==> src/core/flash_regs_pkg.sv <==
// Purpose: Constants for the flash protection and command register front end
// Assumes: Byte-wide register port, one register per offset
// Notes: Offsets other than the reserved test register are local choices
package flash_regs_pkg;
  localparam int ADDR_W = 5;
  localparam logic [4:0] OFF_STATUS = 5'h06;
  localparam logic [4:0] OFF_IRQ_MASK = 5'h07;
  localparam logic [4:0] OFF_DF_PROT = 5'h09;
  localparam logic [4:0] OFF_CMD_INDEX = 5'h02;
  localparam logic [4:0] OFF_COB_HI = 5'h0A;
  localparam logic [4:0] OFF_COB_LO = 5'h0B;
  localparam logic [4:0] OFF_RSV_TEST = 5'h0C;
  localparam logic [4:0] OFF_IRQ_STAT = 5'h0D;
  // Status bit positions
  localparam int BIT_COMPLETE = 7;
  localparam int BIT_ACCESS_ERROR_FLAG = 5;
  localparam int BIT_PVIOL = 4;
  // Protection register layout
  localparam int BIT_DISABLE = 7;
  localparam int SIZE_W = 5;
  localparam logic [7:0] PROT_FULL = 8'h1F;
  localparam logic [22:0] DF_BASE = 23'h10_0000;
  localparam int SECTOR_SHIFT = 8;
  // Command object
  localparam int COB_WORDS = 6;
  localparam logic [2:0] IDX_LAST = 3'h5;
  localparam logic [2:0] IDX_ADDR_HI = 3'h0;
  localparam logic [2:0] IDX_ADDR_LO = 3'h1;
  localparam logic [7:0] CMD_ERASE_BLOCK = 8'h09;
  localparam logic [7:0] CMD_PROGRAM = 8'h11;
  localparam logic [7:0] CMD_ERASE_SECTOR = 8'h12;
  localparam logic [7:0] CMD_READ_PROT = 8'h01;
  // Interrupt status bits
  localparam int IRQ_DONE = 0;
  localparam int IRQ_VIOL = 1;
  localparam int IRQ_W = 2;
  localparam int CMD_CYCLES = 8;
endpackage : flash_regs_pkg

==> src/core/flash_protect_command_regs.sv <==
// Purpose: Data-flash protection register and command object front end
// Assumes: Synchronous inputs; engine reports completion with results
// Notes: Engine modelled as a fixed busy time with a protection check
//
// Functional notes
// - Protection writes may only strengthen
// - Disable bit set leaves whole array open
// - Load protection byte from configuration at reset
// - Double fault at load protects everything
// - Protected program or erase sets violation
// - Block erase rejected if anything protected
// - Bit seven is the protection disable
// - Size field covers (n+1)*256 bytes from base
// - Six sixteen-bit words, indexed, byte access
// - Writing one to complete flag launches
// - Parameters locked while command runs
// - Results written back, readable when complete
// - Indices six, seven ignore writes, read zero
// - Word layout: command and address high, address low, four data
// - Reserved test register reads zero
// - Command object writes ignored while busy
`timescale 1ns/1ps
module flash_protect_command_regs #(
  parameter int CMD_CYCLES = flash_regs_pkg::CMD_CYCLES
) (
  input wire logic ref_clk_in,
  input wire logic rst_in,
  input wire logic [4:0] addr_in,
  input wire logic [7:0] wdata_in,
  input wire logic wr_in,
  input wire logic rd_in,
  input wire logic [7:0] cfg_prot_byte_in,
  input wire logic cfg_double_fault_in,
  input wire logic cfg_load_in,
  output logic [7:0] rdata_out,
  output logic irq_out,
  output logic busy_out,
  output logic [7:0] prot_out
);
  // ****************************************
  // State
  // ****************************************
  typedef enum logic [1:0] {
    ST_IDLE = 2'b01,
    ST_RUN = 2'b10
  } run_e;
  run_e state_q;
  run_e state_d;
  logic [7:0] prot_q;
  logic [15:0] cob_q [flash_regs_pkg::COB_WORDS];
  logic [2:0] index_q;
  logic complete_q;
  logic access_error_flag_q;
  logic pviol_q;
  logic [flash_regs_pkg::IRQ_W-1:0] irq_stat_q;
  logic [flash_regs_pkg::IRQ_W-1:0] irq_mask_q;
  logic [7:0] count_q;
  logic [7:0] rdata_q;
  logic irq_q;
  // ****************************************
  // Decode
  // ****************************************
  wire wr_status = wr_in && addr_in == flash_regs_pkg::OFF_STATUS;
  wire wr_prot = wr_in && addr_in == flash_regs_pkg::OFF_DF_PROT;
  wire wr_index = wr_in && addr_in == flash_regs_pkg::OFF_CMD_INDEX;
  wire wr_mask = wr_in && addr_in == flash_regs_pkg::OFF_IRQ_MASK;
  wire wr_hi = wr_in && addr_in == flash_regs_pkg::OFF_COB_HI;
  wire wr_lo = wr_in && addr_in == flash_regs_pkg::OFF_COB_LO;
  wire rd_irq = rd_in && addr_in == flash_regs_pkg::OFF_IRQ_STAT;
  wire idx_ok = index_q <= flash_regs_pkg::IDX_LAST;
  wire cob_wr_ok = complete_q && idx_ok;
  wire launch = wr_status && wdata_in[flash_regs_pkg::BIT_COMPLETE] && complete_q
    && !access_error_flag_q && !pviol_q;
  wire clr_access_error_flag = wr_status && wdata_in[flash_regs_pkg::BIT_ACCESS_ERROR_FLAG];
  wire clr_pviol = wr_status && wdata_in[flash_regs_pkg::BIT_PVIOL];
  // Protection write acceptance: size may grow, disable only 1 to 0
  wire prot_dis = prot_q[flash_regs_pkg::BIT_DISABLE];
  wire new_dis = wdata_in[flash_regs_pkg::BIT_DISABLE];
  wire [4:0] cur_size = prot_q[4:0];
  wire [4:0] new_size = wdata_in[4:0];
  wire dis_ok = !new_dis || prot_dis;
  wire size_ok = prot_dis || new_dis || new_size >= cur_size;
  wire prot_accept = wr_prot && complete_q && dis_ok && size_ok;
  // ****************************************
  // Protection check of launched command
  // ****************************************
  wire [7:0] cmd_code = cob_q[flash_regs_pkg::IDX_ADDR_HI][15:8];
  wire [22:0] gaddr = {cob_q[flash_regs_pkg::IDX_ADDR_HI][6:0],
    cob_q[flash_regs_pkg::IDX_ADDR_LO]};
  wire [22:0] prot_end = flash_regs_pkg::DF_BASE
    + {10'h000, cur_size, 8'hFF};
  wire in_prot = !prot_dis && gaddr >= flash_regs_pkg::DF_BASE
    && gaddr <= prot_end;
  wire is_alter = cmd_code == flash_regs_pkg::CMD_PROGRAM
    || cmd_code == flash_regs_pkg::CMD_ERASE_SECTOR;
  wire blk_erase = cmd_code == flash_regs_pkg::CMD_ERASE_BLOCK;
  wire violate = (is_alter && in_prot) || (blk_erase && !prot_dis);
  wire finish = state_q == ST_RUN && count_q == 8'(CMD_CYCLES - 1);
  // ****************************************
  // Next state
  // ****************************************
  always_comb begin
    state_d = state_q;
    case (state_q)
      ST_IDLE: begin
        if (launch) begin
          state_d = ST_RUN;
        end
      end
      ST_RUN: begin
        if (finish) begin
          state_d = ST_IDLE;
        end
      end
      default: begin
        state_d = ST_IDLE;
      end
    endcase
  end
  // ****************************************
  // Control registers
  // ****************************************
  always_ff @(posedge ref_clk_in) begin
    if (rst_in) begin
      state_q <= ST_IDLE;
      count_q <= 8'h00;
      complete_q <= 1'b1;
      index_q <= 3'h0;
      irq_mask_q <= '0;
    end else begin
      state_q <= state_d;
      count_q <= (state_q == ST_RUN && !finish) ? count_q + 8'h01 : 8'h00;
      if (launch) begin
        complete_q <= 1'b0;
      end else if (finish) begin
        complete_q <= 1'b1;
      end
      if (wr_index && complete_q) begin
        index_q <= wdata_in[2:0];
      end
      if (wr_mask) begin
        irq_mask_q <= wdata_in[flash_regs_pkg::IRQ_W-1:0];
      end
    end
  end
  // Protection loads from the configuration byte while the reset sequence runs
  always_ff @(posedge ref_clk_in) begin
    if (rst_in || cfg_load_in) begin
      prot_q <= cfg_double_fault_in ? flash_regs_pkg::PROT_FULL
        : cfg_prot_byte_in;
    end else if (prot_accept) begin
      prot_q <= {wdata_in[7], 2'b00, wdata_in[4:0]};
    end
  end
  // Error flags: set wins over a clear in the same cycle
  always_ff @(posedge ref_clk_in) begin
    if (rst_in) begin
      access_error_flag_q <= 1'b0;
      pviol_q <= 1'b0;
    end else begin
      access_error_flag_q <= (wr_status && wdata_in[flash_regs_pkg::BIT_COMPLETE] && !complete_q)
        || (access_error_flag_q && !clr_access_error_flag);
      pviol_q <= (finish && violate) || (pviol_q && !clr_pviol);
    end
  end
  // ****************************************
  // Command object array
  // ****************************************
  for (genvar i = 0; i < flash_regs_pkg::COB_WORDS; i++) begin : g_cob
    wire sel = index_q == 3'(i);
    always_ff @(posedge ref_clk_in) begin
      if (rst_in) begin
        cob_q[i] <= 16'h0000;
      end else if (finish && !violate && cmd_code == flash_regs_pkg::CMD_READ_PROT
          && i == 2) begin
        cob_q[i] <= {8'h00, prot_q};
      end else if (sel && cob_wr_ok && wr_hi) begin
        cob_q[i][15:8] <= wdata_in;
      end else if (sel && cob_wr_ok && wr_lo) begin
        cob_q[i][7:0] <= wdata_in;
      end
    end
    AST_COB_FROZEN: assert property (@(posedge ref_clk_in) disable iff (rst_in)
      !complete_q && !finish |=> $stable(cob_q[i]))
      else $error("command word changed while busy");
  end
  // ****************************************
  // Read path and interrupts
  // ****************************************
  wire [15:0] cob_word = idx_ok ? cob_q[index_q] : 16'h0000;
  wire [7:0] status_val = {complete_q, 1'b0, access_error_flag_q, pviol_q, 4'h0};
  logic [7:0] rd_mux;
  always_comb begin
    case (addr_in)
      flash_regs_pkg::OFF_STATUS: rd_mux = status_val;
      flash_regs_pkg::OFF_DF_PROT: rd_mux = prot_q;
      flash_regs_pkg::OFF_CMD_INDEX: rd_mux = {5'h00, index_q};
      flash_regs_pkg::OFF_IRQ_MASK: rd_mux = {6'h00, irq_mask_q};
      flash_regs_pkg::OFF_IRQ_STAT: rd_mux = {6'h00, irq_stat_q};
      flash_regs_pkg::OFF_COB_HI: rd_mux = complete_q ? cob_word[15:8] : 8'h00;
      flash_regs_pkg::OFF_COB_LO: rd_mux = complete_q ? cob_word[7:0] : 8'h00;
      flash_regs_pkg::OFF_RSV_TEST: rd_mux = 8'h00;
      default: rd_mux = 8'h00;
    endcase
  end
  wire [flash_regs_pkg::IRQ_W-1:0] irq_ev = {finish && violate, finish};
  always_ff @(posedge ref_clk_in) begin
    if (rst_in) begin
      irq_stat_q <= '0;
      rdata_q <= 8'h00;
      irq_q <= 1'b0;
      busy_out <= 1'b0;
      prot_out <= 8'h00;
    end else begin
      // A read clears, but a same-cycle event still lands
      irq_stat_q <= irq_ev | (rd_irq ? '0 : irq_stat_q);
      rdata_q <= rd_in ? rd_mux : 8'h00;
      irq_q <= |(irq_stat_q & irq_mask_q);
      busy_out <= state_d == ST_RUN;
      prot_out <= prot_q;
    end
  end
  assign rdata_out = rdata_q;
  assign irq_out = irq_q;
  // Word watched by the lock check; the result word is the one that moves most
  localparam int IDXW = 2;
  // ****************************************
  // Assertions
  // ****************************************
  AST_PROT_NO_WEAKEN: assert property (@(posedge ref_clk_in) disable iff (rst_in)
    !$past(cfg_load_in) && !prot_dis && $past(!prot_dis) |-> cur_size >= $past(cur_size))
    else $error("protection size shrank");
  AST_DISABLE_ONEWAY: assert property (@(posedge ref_clk_in) disable iff (rst_in)
    !cfg_load_in && !prot_dis |=> !prot_dis || $past(cfg_load_in))
    else $error("disable bit rose");
  AST_FULL_ON_FAULT: assert property (@(posedge ref_clk_in)
    cfg_load_in && cfg_double_fault_in |=> prot_q == flash_regs_pkg::PROT_FULL)
    else $error("double fault did not protect all");
  AST_LAUNCH_CLEARS: assert property (@(posedge ref_clk_in) disable iff (rst_in)
    launch |=> !complete_q ##0 busy_out)
    else $error("launch did not clear complete");
  AST_LOCK: assert property (@(posedge ref_clk_in) disable iff (rst_in)
    !complete_q && !finish |=> cob_q[IDXW] == $past(cob_q[IDXW]))
    else $error("parameter changed while busy");
  AST_RUN_LEN: assert property (@(posedge ref_clk_in) disable iff (rst_in)
    launch |=> !complete_q [*3] ##[1:300] complete_q)
    else $error("command did not complete");
  AST_VIOL: assert property (@(posedge ref_clk_in) disable iff (rst_in)
    finish && violate |=> pviol_q)
    else $error("violation flag not set");
  AST_BLOCK_ERASE: assert property (@(posedge ref_clk_in) disable iff (rst_in)
    finish && blk_erase && !prot_dis |=> pviol_q)
    else $error("block erase allowed while protected");
  AST_UNUSED_IDX: assert property (@(posedge ref_clk_in) disable iff (rst_in)
    rd_in && !idx_ok && (addr_in == flash_regs_pkg::OFF_COB_LO) |=> rdata_out == 8'h00)
    else $error("unused index read nonzero");
  AST_RSV: assert property (@(posedge ref_clk_in) disable iff (rst_in)
    rd_in && addr_in == flash_regs_pkg::OFF_RSV_TEST |=> rdata_out == 8'h00)
    else $error("reserved register read nonzero");
  AST_RDATA_IDLE: assert property (@(posedge ref_clk_in) disable iff (rst_in)
    !rd_in
    |=> rdata_out == 8'h00)
    else $error("read data not zero without read");
  AST_PROT_READBACK: assert property (@(posedge ref_clk_in) disable iff (rst_in)
    rd_in && addr_in == flash_regs_pkg::OFF_DF_PROT
    |=> rdata_out == $past(prot_q))
    else $error("protection read back wrong");
  AST_PROT_OUT_COPY: assert property (@(posedge ref_clk_in) disable iff (rst_in)
    !rst_in
    |=> prot_out == $past(prot_q))
    else $error("protection output not a copy");
  AST_BUSY_FLAG: assert property (@(posedge ref_clk_in) disable iff (rst_in)
    1'b1
    |-> busy_out == !complete_q)
    else $error("busy and complete disagree");
  AST_STATE_ONEHOT: assert property (@(posedge ref_clk_in) disable iff (rst_in)
    1'b1
    |-> $onehot(state_q))
    else $error("state not one-hot");
  AST_INDEX_FROZEN: assert property (@(posedge ref_clk_in) disable iff (rst_in)
    !complete_q
    |=> $stable(index_q))
    else $error("index changed while busy");
  AST_UNUSED_HI: assert property (@(posedge ref_clk_in) disable iff (rst_in)
    rd_in && !idx_ok && addr_in == flash_regs_pkg::OFF_COB_HI
    |=> rdata_out == 8'h00)
    else $error("unused index high byte nonzero");
  AST_BUSY_READ_ZERO: assert property (@(posedge ref_clk_in) disable iff (rst_in)
    rd_in && !complete_q && (wr_hi || wr_lo || addr_in == flash_regs_pkg::OFF_COB_LO)
    |=> rdata_out == 8'h00)
    else $error("command object readable while busy");
  AST_ACCESS_ERROR_FLAG_SET: assert property (@(posedge ref_clk_in) disable iff (rst_in)
    wr_status && wdata_in[flash_regs_pkg::BIT_COMPLETE] && !complete_q
    |=> access_error_flag_q)
    else $error("launch while busy did not flag");
  AST_PVIOL_HOLD: assert property (@(posedge ref_clk_in) disable iff (rst_in)
    pviol_q && !clr_pviol
    |=> pviol_q)
    else $error("violation flag lost");
  AST_NO_VIOL_CLEAN: assert property (@(posedge ref_clk_in) disable iff (rst_in)
    finish && !violate && !pviol_q
    |=> !pviol_q)
    else $error("violation flag set without cause");
  AST_OPEN_DISABLED: assert property (@(posedge ref_clk_in) disable iff (rst_in)
    finish && prot_dis && !pviol_q
    |=> !pviol_q)
    else $error("violation while protection disabled");
  AST_RANGE_EDGE: assert property (@(posedge ref_clk_in) disable iff (rst_in)
    finish && is_alter && !prot_dis && gaddr == prot_end
    |=> pviol_q)
    else $error("last protected byte not guarded");
  AST_BELOW_BASE: assert property (@(posedge ref_clk_in) disable iff (rst_in)
    finish && is_alter && gaddr < flash_regs_pkg::DF_BASE && !pviol_q
    |=> !pviol_q)
    else $error("address below base flagged");
  AST_RESET_LOAD: assert property (@(posedge ref_clk_in)
    rst_in
    |=> prot_q == ($past(cfg_double_fault_in) ? flash_regs_pkg::PROT_FULL : $past(cfg_prot_byte_in)))
    else $error("protection not loaded at reset");
  AST_WEAKEN_DISCARD: assert property (@(posedge ref_clk_in) disable iff (rst_in)
    wr_prot && !cfg_load_in && !(dis_ok && size_ok)
    |=> $stable(prot_q))
    else $error("weakening write changed protection");
  AST_STRENGTHEN: assert property (@(posedge ref_clk_in) disable iff (rst_in)
    prot_accept && !cfg_load_in
    |=> prot_q == {$past(wdata_in[7]), 2'b00, $past(wdata_in[4:0])})
    else $error("strengthening write not taken");
  AST_IRQ_LEVEL: assert property (@(posedge ref_clk_in) disable iff (rst_in)
    !rst_in
    |=> irq_out == $past(|(irq_stat_q & irq_mask_q)))
    else $error("interrupt level wrong");
  AST_IRQ_DONE_SET: assert property (@(posedge ref_clk_in) disable iff (rst_in)
    finish
    |=> irq_stat_q[flash_regs_pkg::IRQ_DONE])
    else $error("done status not set");
  AST_READPROT_RESULT: assert property (@(posedge ref_clk_in) disable iff (rst_in)
    finish && !violate && cmd_code == flash_regs_pkg::CMD_READ_PROT
    |=> cob_q[2] == {8'h00, $past(prot_q)})
    else $error("result word not written");
  AST_COUNT_IDLE: assert property (@(posedge ref_clk_in) disable iff (rst_in)
    state_q == ST_IDLE
    |-> count_q == 8'h00)
    else $error("cycle count running while idle");
  AST_COMPLETE_HOLD: assert property (@(posedge ref_clk_in) disable iff (rst_in)
    complete_q && !launch
    |=> complete_q)
    else $error("complete dropped without launch");
  AST_LAUNCH_GUARD: assert property (@(posedge ref_clk_in) disable iff (rst_in)
    wr_status && wdata_in[flash_regs_pkg::BIT_COMPLETE] && complete_q && (access_error_flag_q || pviol_q)
    |=> complete_q)
    else $error("launch taken with an error flag set");
  AST_BLOCK_OPEN: assert property (@(posedge ref_clk_in) disable iff (rst_in)
    finish && blk_erase && prot_dis && !pviol_q
    |=> !pviol_q)
    else $error("open block erase refused");
  AST_INDEX_WRITE: assert property (@(posedge ref_clk_in) disable iff (rst_in)
    wr_index && complete_q
    |=> index_q == $past(wdata_in[2:0]))
    else $error("index write lost");
  AST_COB_HI_READ: assert property (@(posedge ref_clk_in) disable iff (rst_in)
    rd_in && complete_q && idx_ok && addr_in == flash_regs_pkg::OFF_COB_HI
    |=> rdata_out == $past(cob_word[15:8]))
    else $error("high byte read wrong");
  COV_READ_PROT: cover property (@(posedge ref_clk_in) disable iff (rst_in)
    finish && cmd_code == flash_regs_pkg::CMD_READ_PROT);
  COV_LAUNCH: cover property (@(posedge ref_clk_in) disable iff (rst_in) launch ##[1:20] finish);
  COV_VIOL: cover property (@(posedge ref_clk_in) disable iff (rst_in) finish && violate);
  COV_STRENGTHEN: cover property (@(posedge ref_clk_in) disable iff (rst_in) prot_accept);
  COV_REFUSE: cover property (@(posedge ref_clk_in) disable iff (rst_in)
    wr_prot && !prot_accept);
endmodule : flash_protect_command_regs

==> config.mk <==
export PLATFORM = sky130hd
export DESIGN_NAME = flash_protect_command_regs
export DESIGN_NICKNAME = d
export VERILOG_FILES = /design/src/core/flash_regs_pkg.sv /design/src/core/flash_protect_command_regs.sv
export SDC_FILE = /design/constraint.sdc
export NUM_CORES = 1
export LEC_CHECK = 0
export BUFFER_PORTS_ARGS = -buffer_cell sky130_fd_sc_hd__buf_4
export CORE_UTILIZATION = 45
export CTS_BUF_LIST = sky130_fd_sc_hd__clkbuf_8
export CTS_CLUSTER_DIAMETER = 50
export DETAILED_ROUTE_END_ITERATION = 10
export GPL_ROUTABILITY_DRIVEN = 1
export PLACE_DENSITY_LB_ADDON = 0.2
export SETUP_SLACK_MARGIN = 0.5
export SYNTH_ARGS = -nofsm -noshare
export SYNTH_HDL_FRONTEND = slang
export SYNTH_SLANG_ARGS = --single-unit
==> constraint.sdc <==
create_clock -name ref_clk_in -period 6.85 [get_ports ref_clk_in]
set_clock_uncertainty 0.2 [all_clocks]
set_input_delay 1.0275 -clock ref_clk_in [delete_from_list [all_inputs] [get_ports ref_clk_in]]
set_output_delay 1.0275 -clock ref_clk_in [all_outputs]
set_load 0.005 [all_outputs]
# Word-level counts from Yosys, hierarchy flattened
# Memory sizes are Yosys's and may differ from the RTL's. A register that Yosys moved wholly into a read port is not among the register bits.
# Cells that the tools add are included.
# W data, S select, Z words.
[totals]
register_bits = 46
latchBits = 0
mem_bits_rw = 96
mem_bits_ro = 0
input_bits = 27
out_inout_bits = 18
elab_cells = 205
mem_count = 1
[classes]
n_addsub = 2
n_mul = 0
n_div = 0
order_cmp = 4
n_eq_ne = 20
shift = 0
muxes = 77
n_bitwise = 17
reduce_logical = 71
[memory_table]
columns = ["memory", "depth", "word_bits", "rd", "rd_clocked_by_memory_dff", "wr", "line", "text"]
rows = [
  ["cob_q", 6, 16, 3, 1, 6, "flash_protect_command_regs.sv:50", "logic [15:0] cob_q [flash_regs_pkg::COB_WORDS];"],
]
[ops]
columns = ["operator", "n"]
rows = [
  ["$mux W8", 17],
  ["$pmux W8 S7", 1],
  ["$mux W1", 51],
  ["$logic_and A1 B1 Y1", 48],
  ["$mux W16", 2],
  ["$ge A23 B21 Y1 const B", 1],
  ["$le A23 B22 Y1", 1],
  ["$add A21 B13 Y22 const A", 1],
  ["$eq A5 B4 Y1 const B", 4],
  ["$eq A8 B5 Y1 const B", 2],
  ["$or A1 B1 Y1", 13],
  ["$eq A5 B3 Y1 const B", 2],
  ["$logic_not A1 Y1", 9],
  ["$add A8 B1 Y8 const B", 1],
  ["$eq A8 B1 Y1 const B", 1],
  ["$eq A8 B3 Y1 const B", 1],
  ["$eq A8 B4 Y1 const B", 1],
  ["$logic_or A1 B1 Y1", 8],
  ["$eq A3 B2 Y1 const B", 2],
  ["$eq A3 B3 Y1 const B", 2],
  ["$mux W2", 3],
  ["$mux W3", 2],
  ["$reduce_or A2 Y1", 3],
  ["$eq A5 B2 Y1 const B", 1],
  ["11 further kinds", 14],
]

# Depth between registers and ports, before layout
# Gate-level depths: netlist of run 1.
# An unclocked memory read counts as a cell.
[logic_depth]
depth_word = 14
mapped_depth = 8
mapped_depth_nobuf = 7

# Least setup slack after synthesis of run 1
# Ideal clock, no wire load.
[synth_timing]
path_type = "input to register"
startpoint = "input addr_in[2]"
endpoint = "memory cob_q[0][0] (enable)"
setup_ps = 375
arrival_time_ps = 2580
t_required_ps = 6275
setup_slack_ps = 3695
path_stages = 6
path_buffers = 3
cell_sequence = "or3b_1 -> buf_2 -> or2_1 -> buf_2 -> buf_2 -> o21bai_1"
[synth_rtl]
columns = ["element", "line", "text"]
rows = [
  ["start: declaration", "flash_protect_command_regs.sv:28", "input wire logic [4:0] addr_in,"],
  ["end: declaration", "flash_protect_command_regs.sv:50", ""],
]

==> results.sh, run 1 <==
export IMPL_dr_first_iter_drc_count=441
export IMPL_hold_viol_final=0
export IMPL_rows=44
export IMPL_top_level_ports=45
export IMPL_yosysSeqAreaShare=0.573
export IMPL_syn_avg_cell_area_sq_um=12.0
export IMPL_layout_min_cycle_time_ns=3.24
export IMPL_clk_pin_slew_ns=0.07
export IMPL_cts_setup_buffers=0
export IMPL_reg2regPathDepth=6
export IMPL_die_x_um=126
export IMPL_synth_top_area_frac=0.454
export IMPL_grt_pass1_wl_um=27200
export IMPL_hpwl_um=12700
export IMPL_root_buffer="clkbuf_8"
export IMPL_ys_ff_latch=145
export IMPL_nets=643
export IMPL_hold_buffers=0
export IMPL_syn_area_sq_um=6880
export IMPL_ys_types=57
export IMPL_finalSetupTns_ns=0
export IMPL_min_path_type="reg -> reg"
export IMPL_drv_cap=0
export IMPL_min_path_cells=1
export IMPL_post_route_period_util=0.474
export IMPL_setup_viol=0
export IMPL_drc=8
export IMPL_synthToLayoutAreaGrowth_pct=12.7
export IMPL_critical_path_top_delay_family="simple AND/OR/NAND/NOR gates"
export IMPL_clkLatencyLatePin_ns=0.45
export IMPL_synth_edf_count=104
export IMPL_first_global_vias=4662
export IMPL_regToRegSetupSlack_ns=4.15
export IMPL_clock_fmax_ghz=0.308
export IMPL_start_util=0.468
export IMPL_timing_critical_path_buf_inv=1
export IMPL_cp_depth=5
export IMPL_htree_levels=4
export IMPL_cp_end_kind="register"
export IMPL_core_area_sq_um=14700
export IMPL_reg2reg_from="count_q[0]$_SDFF_PP0_"
export IMPL_synth_most_common_cell="edfxtp_1"
export IMPL_powerDensity_nw_per_um2=239
export IMPL_path_max_fanout=21
export IMPL_holdCritStartpoint="count_q[0]$_SDFF_PP0_"
export IMPL_min_to="count_q[0]$_SDFF_PP0_"
export IMPL_route_final_wire_length_um=17800
export IMPL_clock_path_buffers=2
export IMPL_peakVddDrop_v=0.000149
export IMPL_slew_headroom=0.378
export IMPL_num_vias=4846
export IMPL_synthFlopType="edfxtp_1"
export IMPL_path_class="in -> reg"
export IMPL_synth_cells=574
export IMPL_r2r_end="cob_q[2][3]$_DFFE_PP_"
export IMPL_arrival_ns=3.16
export IMPL_grt_max_degree=67
export IMPL_cpPeakStageDelay_ns=0.69
export IMPL_async_reset_ff_frac=0
export IMPL_antenna_left=0
export IMPL_cts_buffers=17
export IMPL_cts_sinks=145
export IMPL_drtPass1Iterations=11
export IMPL_antenna_found_initial=1
export IMPL_yosys_area_top_type="edfxtp_1"
export IMPL_port_buffers=44
export IMPL_violations="DRC"
export IMPL_cts_tree="yes"
export IMPL_die_h_um=126
export IMPL_vias_per_cell=6.05
export IMPL_cp_start_kind="input port"
export IMPL_status="finished with violations"
export IMPL_route_detailed_wl_per_inst_um=22.2
export IMPL_post_cts_resized=0
export IMPL_place_congestion=0.896
export IMPL_drive_gt1_frac=0.172
export IMPL_synthesis_nets=614
export IMPL_slowest_stage="nand3_1"
export IMPL_yosys_top_cells_area="edfxtp_1 45%, dfxtp_1 12%, and2_1 6.1%"
export IMPL_yosysWarnings=0
export IMPL_grt_overflow=0
export IMPL_crit_chain="buf_4, nor3b_1, nand3_1, or3_1, nand2_1"
export IMPL_rsz0062_at_grt="false"
export IMPL_synth_common_cells="104 x edfxtp_1, 67 x and2_1, 41 x dfxtp_1, 39 x nor2_1, 36 x nand2_1"
export IMPL_p_leak_nw=2.73
export IMPL_dieArea_sq_um=15800
export IMPL_finalMaxSlewViolations=0
export IMPL_max_slew_worst_pin_slew_ns=0.933
export IMPL_grt_use_total=0.239
export IMPL_finalPower_mw=1.85
export IMPL_cp_required_ns=6.77
-- worst register-to-register path: stages (launching register included) --
cell and delay (ns):
dfxtp_1 0.37, ha_1 0.22, nor4b_1 0.31, and2_1 0.34, nand3_1 0.15, nor3_1 0.72, a22o_1 0.26
-- layout by cell type (no fill, tap or decap), drive strengths merged, types with 7 or more instances in the layout --
| cell | n |
|---|---|
| edfxtp | 104 |
| and2 | 67 |
| buf | 45 |
| dfxtp | 41 |
| nor2 | 40 |
| nand2 | 36 |
| nor4 | 25 |
| a21oi | 21 |
| clkbuf | 18 |
| nor3 | 18 |
| inv | 17 |
| mux4 | 16 |
| mux2i | 15 |
| ha | 13 |
| o21bai | 11 |
| o21ai | 10 |
| nand3 | 10 |
| o211ai | 10 |
| nor2b | 9 |
| a22o | 8 |
| nand4 | 7 |
-- how the worst max path moves through the flow --
| stage | from | endpoint | slack [ns] |
|---|---|---|---|
| final | addr_in[2] | cob_q[2][9]$_SDFFCE_PN0P_ | 3.61 |
| after global routing | addr_in[2] | cob_q[2][11]$_SDFFCE_PN0P_ | 3.42 |
| after CTS | addr_in[2] | cob_q[2][9]$_SDFFCE_PN0P_ | 3.65 |
| after detailed placement | addr_in[2] | cob_q[2][9]$_SDFFCE_PN0P_ | 3.15 |
| after global placement | addr_in[2] | cob_q[2][10]$_SDFFCE_PN0P_ | 3.29 |
| after floorplan | addr_in[2] | cob_q[0][0]$_SDFFCE_PN0P_ | 3.70 |
-- cells by family after synthesis --
logic type	synth area share
buf+inv	0.0276
compound gates	0.0910
fa+ha+maj	0.0236
simple gates	0.195
mux	0.0808
xor+xnor	0.00891
flops	0.573
-- report_power, final --
group          total (mW)  internal, mW  switching (mW)
clock               0.751         0.437           0.314
sequential          0.987         0.966          0.0208
combinational       0.114        0.0409          0.0727
-- routing by layer --
metal | vias to the layer above | track usage | share of wire
met2 | 243 | 0.369 | 0.47
li1 | 2212 | - | -
met4 | 0 | 0.0796 | 0.013
met5 | - | 0 | 0
met1 | 2370 | 0.323 | 0.42
met3 | 21 | 0.0692 | 0.099
-- sequential cells by signal, summed over array words and instances, names as in the netlist, named ones only --
name and flops:
irq_stat_q 2, access_error_flag_q 1, count_q 8, state_q 2, cob_q 96, prot_q 8
irq_out 1, pviol_q 1, busy_out 1, irq_mask_q 2, rdata_out 8, prot_out 8
index_q 3, complete_q 1
-- area by class of cell --
cell class	instances	area [sq um]
Antenna cell	1	2.50
Multi-Input combinational cell	382	2740
Clock inverter	14	196
Fill cell	1256	6950
Clock buffer	18	248
Timing Repair Buffer	45	338
Tap cell	184	230
Sequential cell	145	3950
Inverter	12	45.0
-- stage by stage --
| step | setup WS (ns) | cells | area (sq um) | util | hold slack [ns] |
|---|---|---|---|---|---|
| after floorplan | 3.70 | 574 | 6880 | - | 0.226 |
| after global placement | 3.29 | 768 | 7300 | 0.497 | 0.238 |
| after detailed placement | 3.15 | 768 | 7300 | 0.497 | 0.252 |
| after CTS | 3.65 | 800 | 7750 | 0.527 | 0.270 |
| after global routing | 3.42 | 800 | 7750 | 0.527 | 0.306 |
| final | 3.61 | 801 | 7750 | 0.527 | 0.265 |
Power figures use the tool's default switching activity.
==> run 2, diff against run 1 <==
==> constraint.sdc (replaced) <==
create_clock -name ref_clk_in -period 3.13 [get_ports ref_clk_in]
set_clock_uncertainty 0.2 [all_clocks]
set_input_delay 0.4695 -clock ref_clk_in [delete_from_list [all_inputs] [get_ports ref_clk_in]]
set_output_delay 0.4695 -clock ref_clk_in [all_outputs]
set_load 0.005 [all_outputs]
==> run 2 against run 1 <==
Against the previous run: the flow still finishes with violations (DRC); power rose by 120%; sequential power rose by 120%; clock-buffer cell count fell by 1; wire length fell by 1.1%; register-to-register slack got worse by 3.4 ns; utilization rose by 0.86 points; worst hold slack got worse by 0.15 ns; sequential share of layout area fell by 0.82 points; non-clock buffer count rose by 17; setup slack got worse by 2.9 ns; critical path type is now reg -> reg; highest routed layer unchanged.
==> results.sh, run 2 (synthesis gave the netlist of run 1 again) <==
export IMPL_status="finished with violations"
export IMPL_violations="DRC"
export IMPL_antenna_cells=0
export IMPL_start_util=0.468
export IMPL_cp_end_kind="register"
export IMPL_holdWs_ns=0.116
export IMPL_reg2reg_from="count_q[0]$_SDFF_PP0_"
export IMPL_cts_sinks=145
export IMPL_grt_pass1_wl_um=27100
export IMPL_max_slew_worst_pin_slew_ns=0.824
export IMPL_layoutNonFillerInstCount=817
export IMPL_r2r_end="cob_q[2][1]$_DFFE_PP_"
export IMPL_setup_viol=0
export IMPL_top_level_ports=45
export IMPL_cp_start_kind="register"
export IMPL_clkLatencyLatePin_ns=0.45
export IMPL_die_x_um=126
export IMPL_rsz0062_at_grt="false"
export IMPL_port_buffers=44
export IMPL_reg2regPathDepth=6
export IMPL_cp_required_ns=3.25
export IMPL_antenna_found_initial=0
export IMPL_dieArea_sq_um=15800
export IMPL_regToRegSetupSlack_ns=0.75
export IMPL_largest_reg_flops=96
export IMPL_hpwl_um=12600
export IMPL_drtPass1Iterations=8
export IMPL_drive_gt1_frac=0.194
export IMPL_powerDensity_nw_per_um2=512
export IMPL_layout_min_cycle_time_ns=2.38
export IMPL_vias_per_cell=5.99
export IMPL_grt_overflow=0
export IMPL_fin_area_sq_um=7880
export IMPL_grt_max_degree=43
export IMPL_grt_use_total=0.235
export IMPL_drc=4
export IMPL_htree_levels=4
export IMPL_post_place_cells=785
export IMPL_route_detailed_wl_per_inst_um=21.5
export IMPL_first_global_vias=4812
export IMPL_crit_end="cob_q[2][1]$_DFFE_PP_"
export IMPL_route_final_wire_length_um=17600
export IMPL_place_congestion=0.945
export IMPL_setup_worst_path_start="count_q[0]$_SDFF_PP0_"
export IMPL_drv_cap=0
export IMPL_rows=44
export IMPL_die_h_um=126
export IMPL_num_vias=4895
export IMPL_root_buffer="clkbuf_8"
export IMPL_place_area_sq_um=7430
export IMPL_p_leak_nw=2.79
export IMPL_clock_path_buffers=2
export IMPL_path_max_fanout=8
export IMPL_min_path_type="in -> reg"
export IMPL_nets=660
export IMPL_fill_cells=1261
export IMPL_peakVddDrop_v=0.000344
export IMPL_antenna_left=0
export IMPL_finalPower_mw=4.03
export IMPL_clock_fmax_ghz=0.420
export IMPL_arrival_ns=2.50
export IMPL_slew_headroom=0.448
export IMPL_core_area_sq_um=14700
export IMPL_cts_setup_buffers=0
export IMPL_post_route_period_util=0.761
export IMPL_hold_viol_final=0
export IMPL_layout_cells_most_common_list="104 x edfxtp_1, 67 x and2_1, 62 x buf_4"
export IMPL_clk_pin_slew_ns=0.08
export IMPL_cts_buffers=17
export IMPL_finalSetupTns_ns=0
export IMPL_cts_tree="yes"
export IMPL_top_register="cob_q"
export IMPL_path_class="reg -> reg"
export IMPL_finalMaxSlewViolations=0
export IMPL_hold_buffers=0
export IMPL_synthToLayoutAreaGrowth_pct=14.5
export IMPL_dr_first_iter_drc_count=469
export IMPL_final_common_cell="edfxtp_1"
[run 2: cell types whose count changed in the layout (fill, tap and decap cells not counted), sizes merged]
cell | previous run | this run
buf | 45 | 62
clkinvlp | 0 | 3
inv | 17 | 15
clkbuf | 18 | 17
diode | 1 | 0
[run 2: stage by stage]
stage	util	setup slack, ns
after floorplan	-	0.533
after global routing	0.536	0.506
after CTS	0.535	0.534
after detailed placement	0.505	0.415
after global placement	0.505	0.556
final	0.536	0.748
[run 2: worst min path at each step]
stage | from | endpoint | depth (start not counted)
4_1_cts | wdata_in[0] | irq_mask_q[0]$_SDFFE_PP0P_ | 3
3_3_place_gp | count_q[0]$_SDFF_PP0_ | count_q[0]$_SDFF_PP0_ | 1
2_1_floorplan | count_q[0]$_SDFF_PP0_ | count_q[0]$_SDFF_PP0_ | 1
6_report | wdata_in[0] | irq_mask_q[0]$_SDFFE_PP0P_ | 3
5_1_grt | wdata_in[0] | irq_mask_q[0]$_SDFFE_PP0P_ | 3
3_5_place_dp | count_q[0]$_SDFF_PP0_ | count_q[0]$_SDFF_PP0_ | 1
[run 2: what timing repair did]
item | in CTS | in global routing
setup endpoints to repair | 8 | 8
pin swaps | 0 | 0
gates resized for setup | 1 | 1
[run 2: report_power, final]
part	internal (mW)	total [mW]	switching, mW
Combinational	0.101	0.259	0.158
Clock	0.929	1.61	0.684
Sequential	2.11	2.16	0.0455
[run 2: area by class of cell]
cell class	count	area, sq um	share of cell area
Clock buffer	17	234	0.0297
Multi-Input combinational cell	382	2760	0.350
Timing Repair Buffer	62	465	0.0591
Tap cell	184	230	0.0292
Inverter	12	45.0	0.00572
Clock inverter	15	200	0.0254
Sequential cell	145	3950	0.501
[run 2: per-layer routing]
metal / routed length [um] / up-vias / part of all wire / GRT usage
met4: 474 / 0 / 0.027 / 0.106
met5: 0 / - / 0 / 0
met1: 7270 / 2411 / 0.41 / 0.306
met2: 8250 / 202 / 0.47 / 0.357
met3: 1600 / 36 / 0.091 / 0.0760
li1: - / 2246 / - / -
[run 2: worst max-delay path, cell delays in order (launching register included)]
cell and delay, ns:
dfxtp_1 0.38, ha_1 0.21, nor4b_1 0.29, and2_1 0.31
nand3_1 0.16, nor3_2 0.46, a22o_1 0.24
==> run 3, diff against run 2 <==
--- a/config.mk
+++ b/config.mk
@@ -5,6 +5,7 @@
 export SDC_FILE = /design/constraint.sdc
 export NUM_CORES = 1
 export LEC_CHECK = 0
+export ABC_AREA = 1
 export BUFFER_PORTS_ARGS = -buffer_cell sky130_fd_sc_hd__buf_4
 export CORE_UTILIZATION = 45
 export CTS_BUF_LIST = sky130_fd_sc_hd__clkbuf_8
==> constraint.sdc (replaced) <==
create_clock -name ref_clk_in -period 2 [get_ports ref_clk_in]
set_clock_uncertainty 0.2 [all_clocks]
set_input_delay 0.3 -clock ref_clk_in [delete_from_list [all_inputs] [get_ports ref_clk_in]]
set_output_delay 0.3 -clock ref_clk_in [all_outputs]
set_load 0.005 [all_outputs]
==> run 3 against run 2 <==
Against the previous run: the flow now finishes without violations; register-to-register slack worse by 0.69 ns; clock power increased by 34%; power grew 55%; first-iteration DRC count increased by 67%; largest cell class unchanged; cell area grew 29%; critical endpoint is now cob_q[2][12]$_SDFFCE_PN0P_; clock-buffer cell count grew 1; worst hold slack worse by 0.099 ns; non-clock buffer count increased by 81; area after synthesis up 0.33%.
==> results.sh, run 3 <==
export IMPL_status="completed"
export IMPL_cts_sinks=145
export IMPL_max_slew_worst_pin_slew_ns=0.630
export IMPL_final_seq_area_sq_um=3970
export IMPL_top_register="cob_q"
export IMPL_path_class="reg -> reg"
export IMPL_root_buffer="clkbuf_8"
export IMPL_power_switching_mw=1.74
export IMPL_rsz0062_at_grt="true"
export IMPL_largest_reg_flops=96
export IMPL_p_clk_frac=0.344
export IMPL_drive_gt1_frac=0.444
export IMPL_cts_tree="yes"
export IMPL_cpPeakStageDelay_ns=0.38
export IMPL_syn_avg_cell_area_sq_um=8.87
export IMPL_worst_slack_ns=0.0556
export IMPL_cp_start_kind="register"
export IMPL_combPwrFrac=0.116
export IMPL_yosys_area_top_type="edfxtp_1"
export IMPL_syn_area_sq_um=6900
export IMPL_finalSetupTns_ns=0
export IMPL_ys_ff_latch=145
export IMPL_crit_top_cell="nor2_4"
export IMPL_first_global_vias=6224
export IMPL_synthToLayoutAreaGrowth_pct=47.7
export IMPL_layout_cells_most_common_list="120 x nor2_1, 104 x edfxtp_1, 90 x buf_4"
export IMPL_grt_pass1_wl_um=34000
export IMPL_dieArea_sq_um=15800
export IMPL_powerDensity_nw_per_um2=611
export IMPL_core_area_sq_um=14800
export IMPL_setup_viol=0
export IMPL_clock_path_buffers=2
export IMPL_yosys_top_cells_area="edfxtp_1 45%, dfxtp_1 12%, nor2_1 11%"
export IMPL_async_reset_ff_frac=0
export IMPL_slew_headroom=0.579
export IMPL_top_level_ports=45
export IMPL_slowest_stage="edfxtp_1"
export IMPL_antenna_found_initial=0
export IMPL_antenna_left=0
export IMPL_dp_slack_ns=0.0142
export IMPL_antenna_cells=0
export IMPL_finish_utilization=0.691
export IMPL_critical_path_top_delay_family="simple AND/OR/NAND/NOR gates"
export IMPL_post_route_period_util=0.972
export IMPL_fill_cells=1065
export IMPL_synth_common_cells="194 x nor2_1, 125 x nand2_1, 104 x edfxtp_1, 61 x inv_1, 60 x nand3_1"
export IMPL_die_x_um=126
export IMPL_p_leak_nw=3.95
export IMPL_synthFlopType="edfxtp_1"
export IMPL_min_path_type="in -> reg"
export IMPL_timing_critical_path_buf_inv=1
export IMPL_ys_types=39
export IMPL_grt_max_degree=19
export IMPL_clkLatencyLatePin_ns=0.47
export IMPL_drtPass1Iterations=6
export IMPL_reg2reg_from="cob_q[0][14]$_SDFFCE_PN0P_"
export IMPL_holdCritStartpoint="wdata_in[2]"
export IMPL_num_vias=6359
export IMPL_cp_required_ns=2.02
export IMPL_holdWs_ns=0.0174
export IMPL_arrival_ns=1.96
export IMPL_hpwl_um=14800
export IMPL_drv_cap=0
export IMPL_swShare=0.280
export IMPL_rows=44
export IMPL_hold_viol_final=0
export IMPL_place_congestion=0.923
export IMPL_seq_power_share=0.539
export IMPL_htree_levels=4
export IMPL_vias_per_cell=5.73
export IMPL_clk_pin_slew_ns=0.09
export IMPL_grt_use_total=0.293
export IMPL_yosysWarnings=0
export IMPL_synthesis_nets=818
export IMPL_port_buffers=44
export IMPL_peakVddDrop_v=0.000421
export IMPL_drc=0
export IMPL_crit_chain="or2_1, nor3_2, nand2_1, nor2_4, nor2_4, nand3_4, buf_12, nor2_1"
export IMPL_route_final_wire_length_um=23300
export IMPL_die_h_um=126
export IMPL_synth_top_area_frac=0.453
export IMPL_grt_overflow=0
export IMPL_synth_edf_count=104
export IMPL_yosysSeqAreaShare=0.572
export IMPL_synth_most_common_cell="nor2_1"
export IMPL_p_int_mw=4.49
export IMPL_layout_min_cycle_time_ns=1.94
export IMPL_route_detailed_wl_per_inst_um=21.0
export IMPL_synth_cells=778
export IMPL_setup_worst_path_start="cob_q[0][14]$_SDFFCE_PN0P_"
export IMPL_path_max_fanout=8
export IMPL_cts_buffers=17
export IMPL_cp_end_kind="register"
export IMPL_final_common_cell="nor2_1"
export IMPL_nets=953
export IMPL_finalMaxSlewViolations=0
export IMPL_start_util=0.468
export IMPL_multiInputGateArea_sq_um=3840
export IMPL_dr_first_iter_drc_count=783
export IMPL_clock_fmax_ghz=0.514
-- run 3: cell types whose count changed after synthesis, sizes merged, moves of 11 or more --
cell    change
and2       -66
clkbuf     -12
inv        +54
mux2i      -15
mux4       -16
nand2      +90
nand3      +62
nor2      +160
nor4       -23
o21ai      +44
o21bai     -11
-- run 3: cells by family (layout without fill, tap and decap cells) --
family | Yosys count | after routing | synth area share
adders and majority gates | 13 | 13 | 0.0236
and+or+nand+nor | 425 | 425 | 0.272
xor gates and xnor gates | 3 | 3 | 0.00381
buffers and inverters | 96 | 244 | 0.0555
AOI/OAI and AO/OA | 96 | 96 | 0.0736
DFF | 145 | 145 | 0.572
-- run 3: final cells by class --
type                            count  share of cell area
Multi-Input combinational cell    537               0.377
Clock buffer                       18              0.0243
Inverter                           67              0.0331
Timing Repair inverter              2             0.00196
Tap cell                          184              0.0226
Clock inverter                     14              0.0102
Sequential cell                   145               0.390
Timing Repair Buffer              143               0.141
-- run 3: worst paths after layout --
path              slack, ns                    endpoint  depth (start not counted)
setup / recovery       0.06  cob_q[2][12]$_SDFFCE_PN0P_                          8
hold / removal         0.02                    register                          3
setup reg to reg       0.06  cob_q[2][12]$_SDFFCE_PN0P_                          8
hold reg to reg        0.29    irq_stat_q[0]$_SDFF_PP0_                          2
-- run 3: power by group through the flow --
stage	Combinational, mW	Clock (mW)	Sequential [mW]
global placement	0.528	0	3.42
floorplan	0.313	0	3.41
detailed placement	0.547	0	3.43
global route	0.769	2.26	3.37
finish	0.726	2.15	3.36
CTS	0.655	2.15	3.36
-- run 3: what timing repair did --
action	in CTS	in global routing
gates cloned	4	1
setup endpoints to repair	219	226
resized for setup	148	162
hold buffers	16	0
setup buffers	29	18
endpoints found under the hold margin	15	0
pin swaps	75	60
-- run 3: stage by stage --
stage	std cells	instance area, sq um	power, mW
2_1_floorplan	778	7360	3.72
5_1_grt	1110	10200	6.40
6_report	1110	10200	6.23
4_1_cts	1091	9500	6.17
3_3_place_gp	1010	8050	3.95
3_5_place_dp	1010	8050	3.97
-- run 3: metal layers --
layer  share of wire  track usage  vias to the layer above
li1                -            -                     2887
met1            0.40        0.364                     3098
met2            0.49        0.498                      285
met3           0.067       0.0573                       89
met4           0.045        0.125                        0
met5               0            0                        -
-- run 3: worst min-delay path: cells and delay by family --
family,cells,cell delay [ns]
compound gates,2,0.23
buf+inv,1,0.11
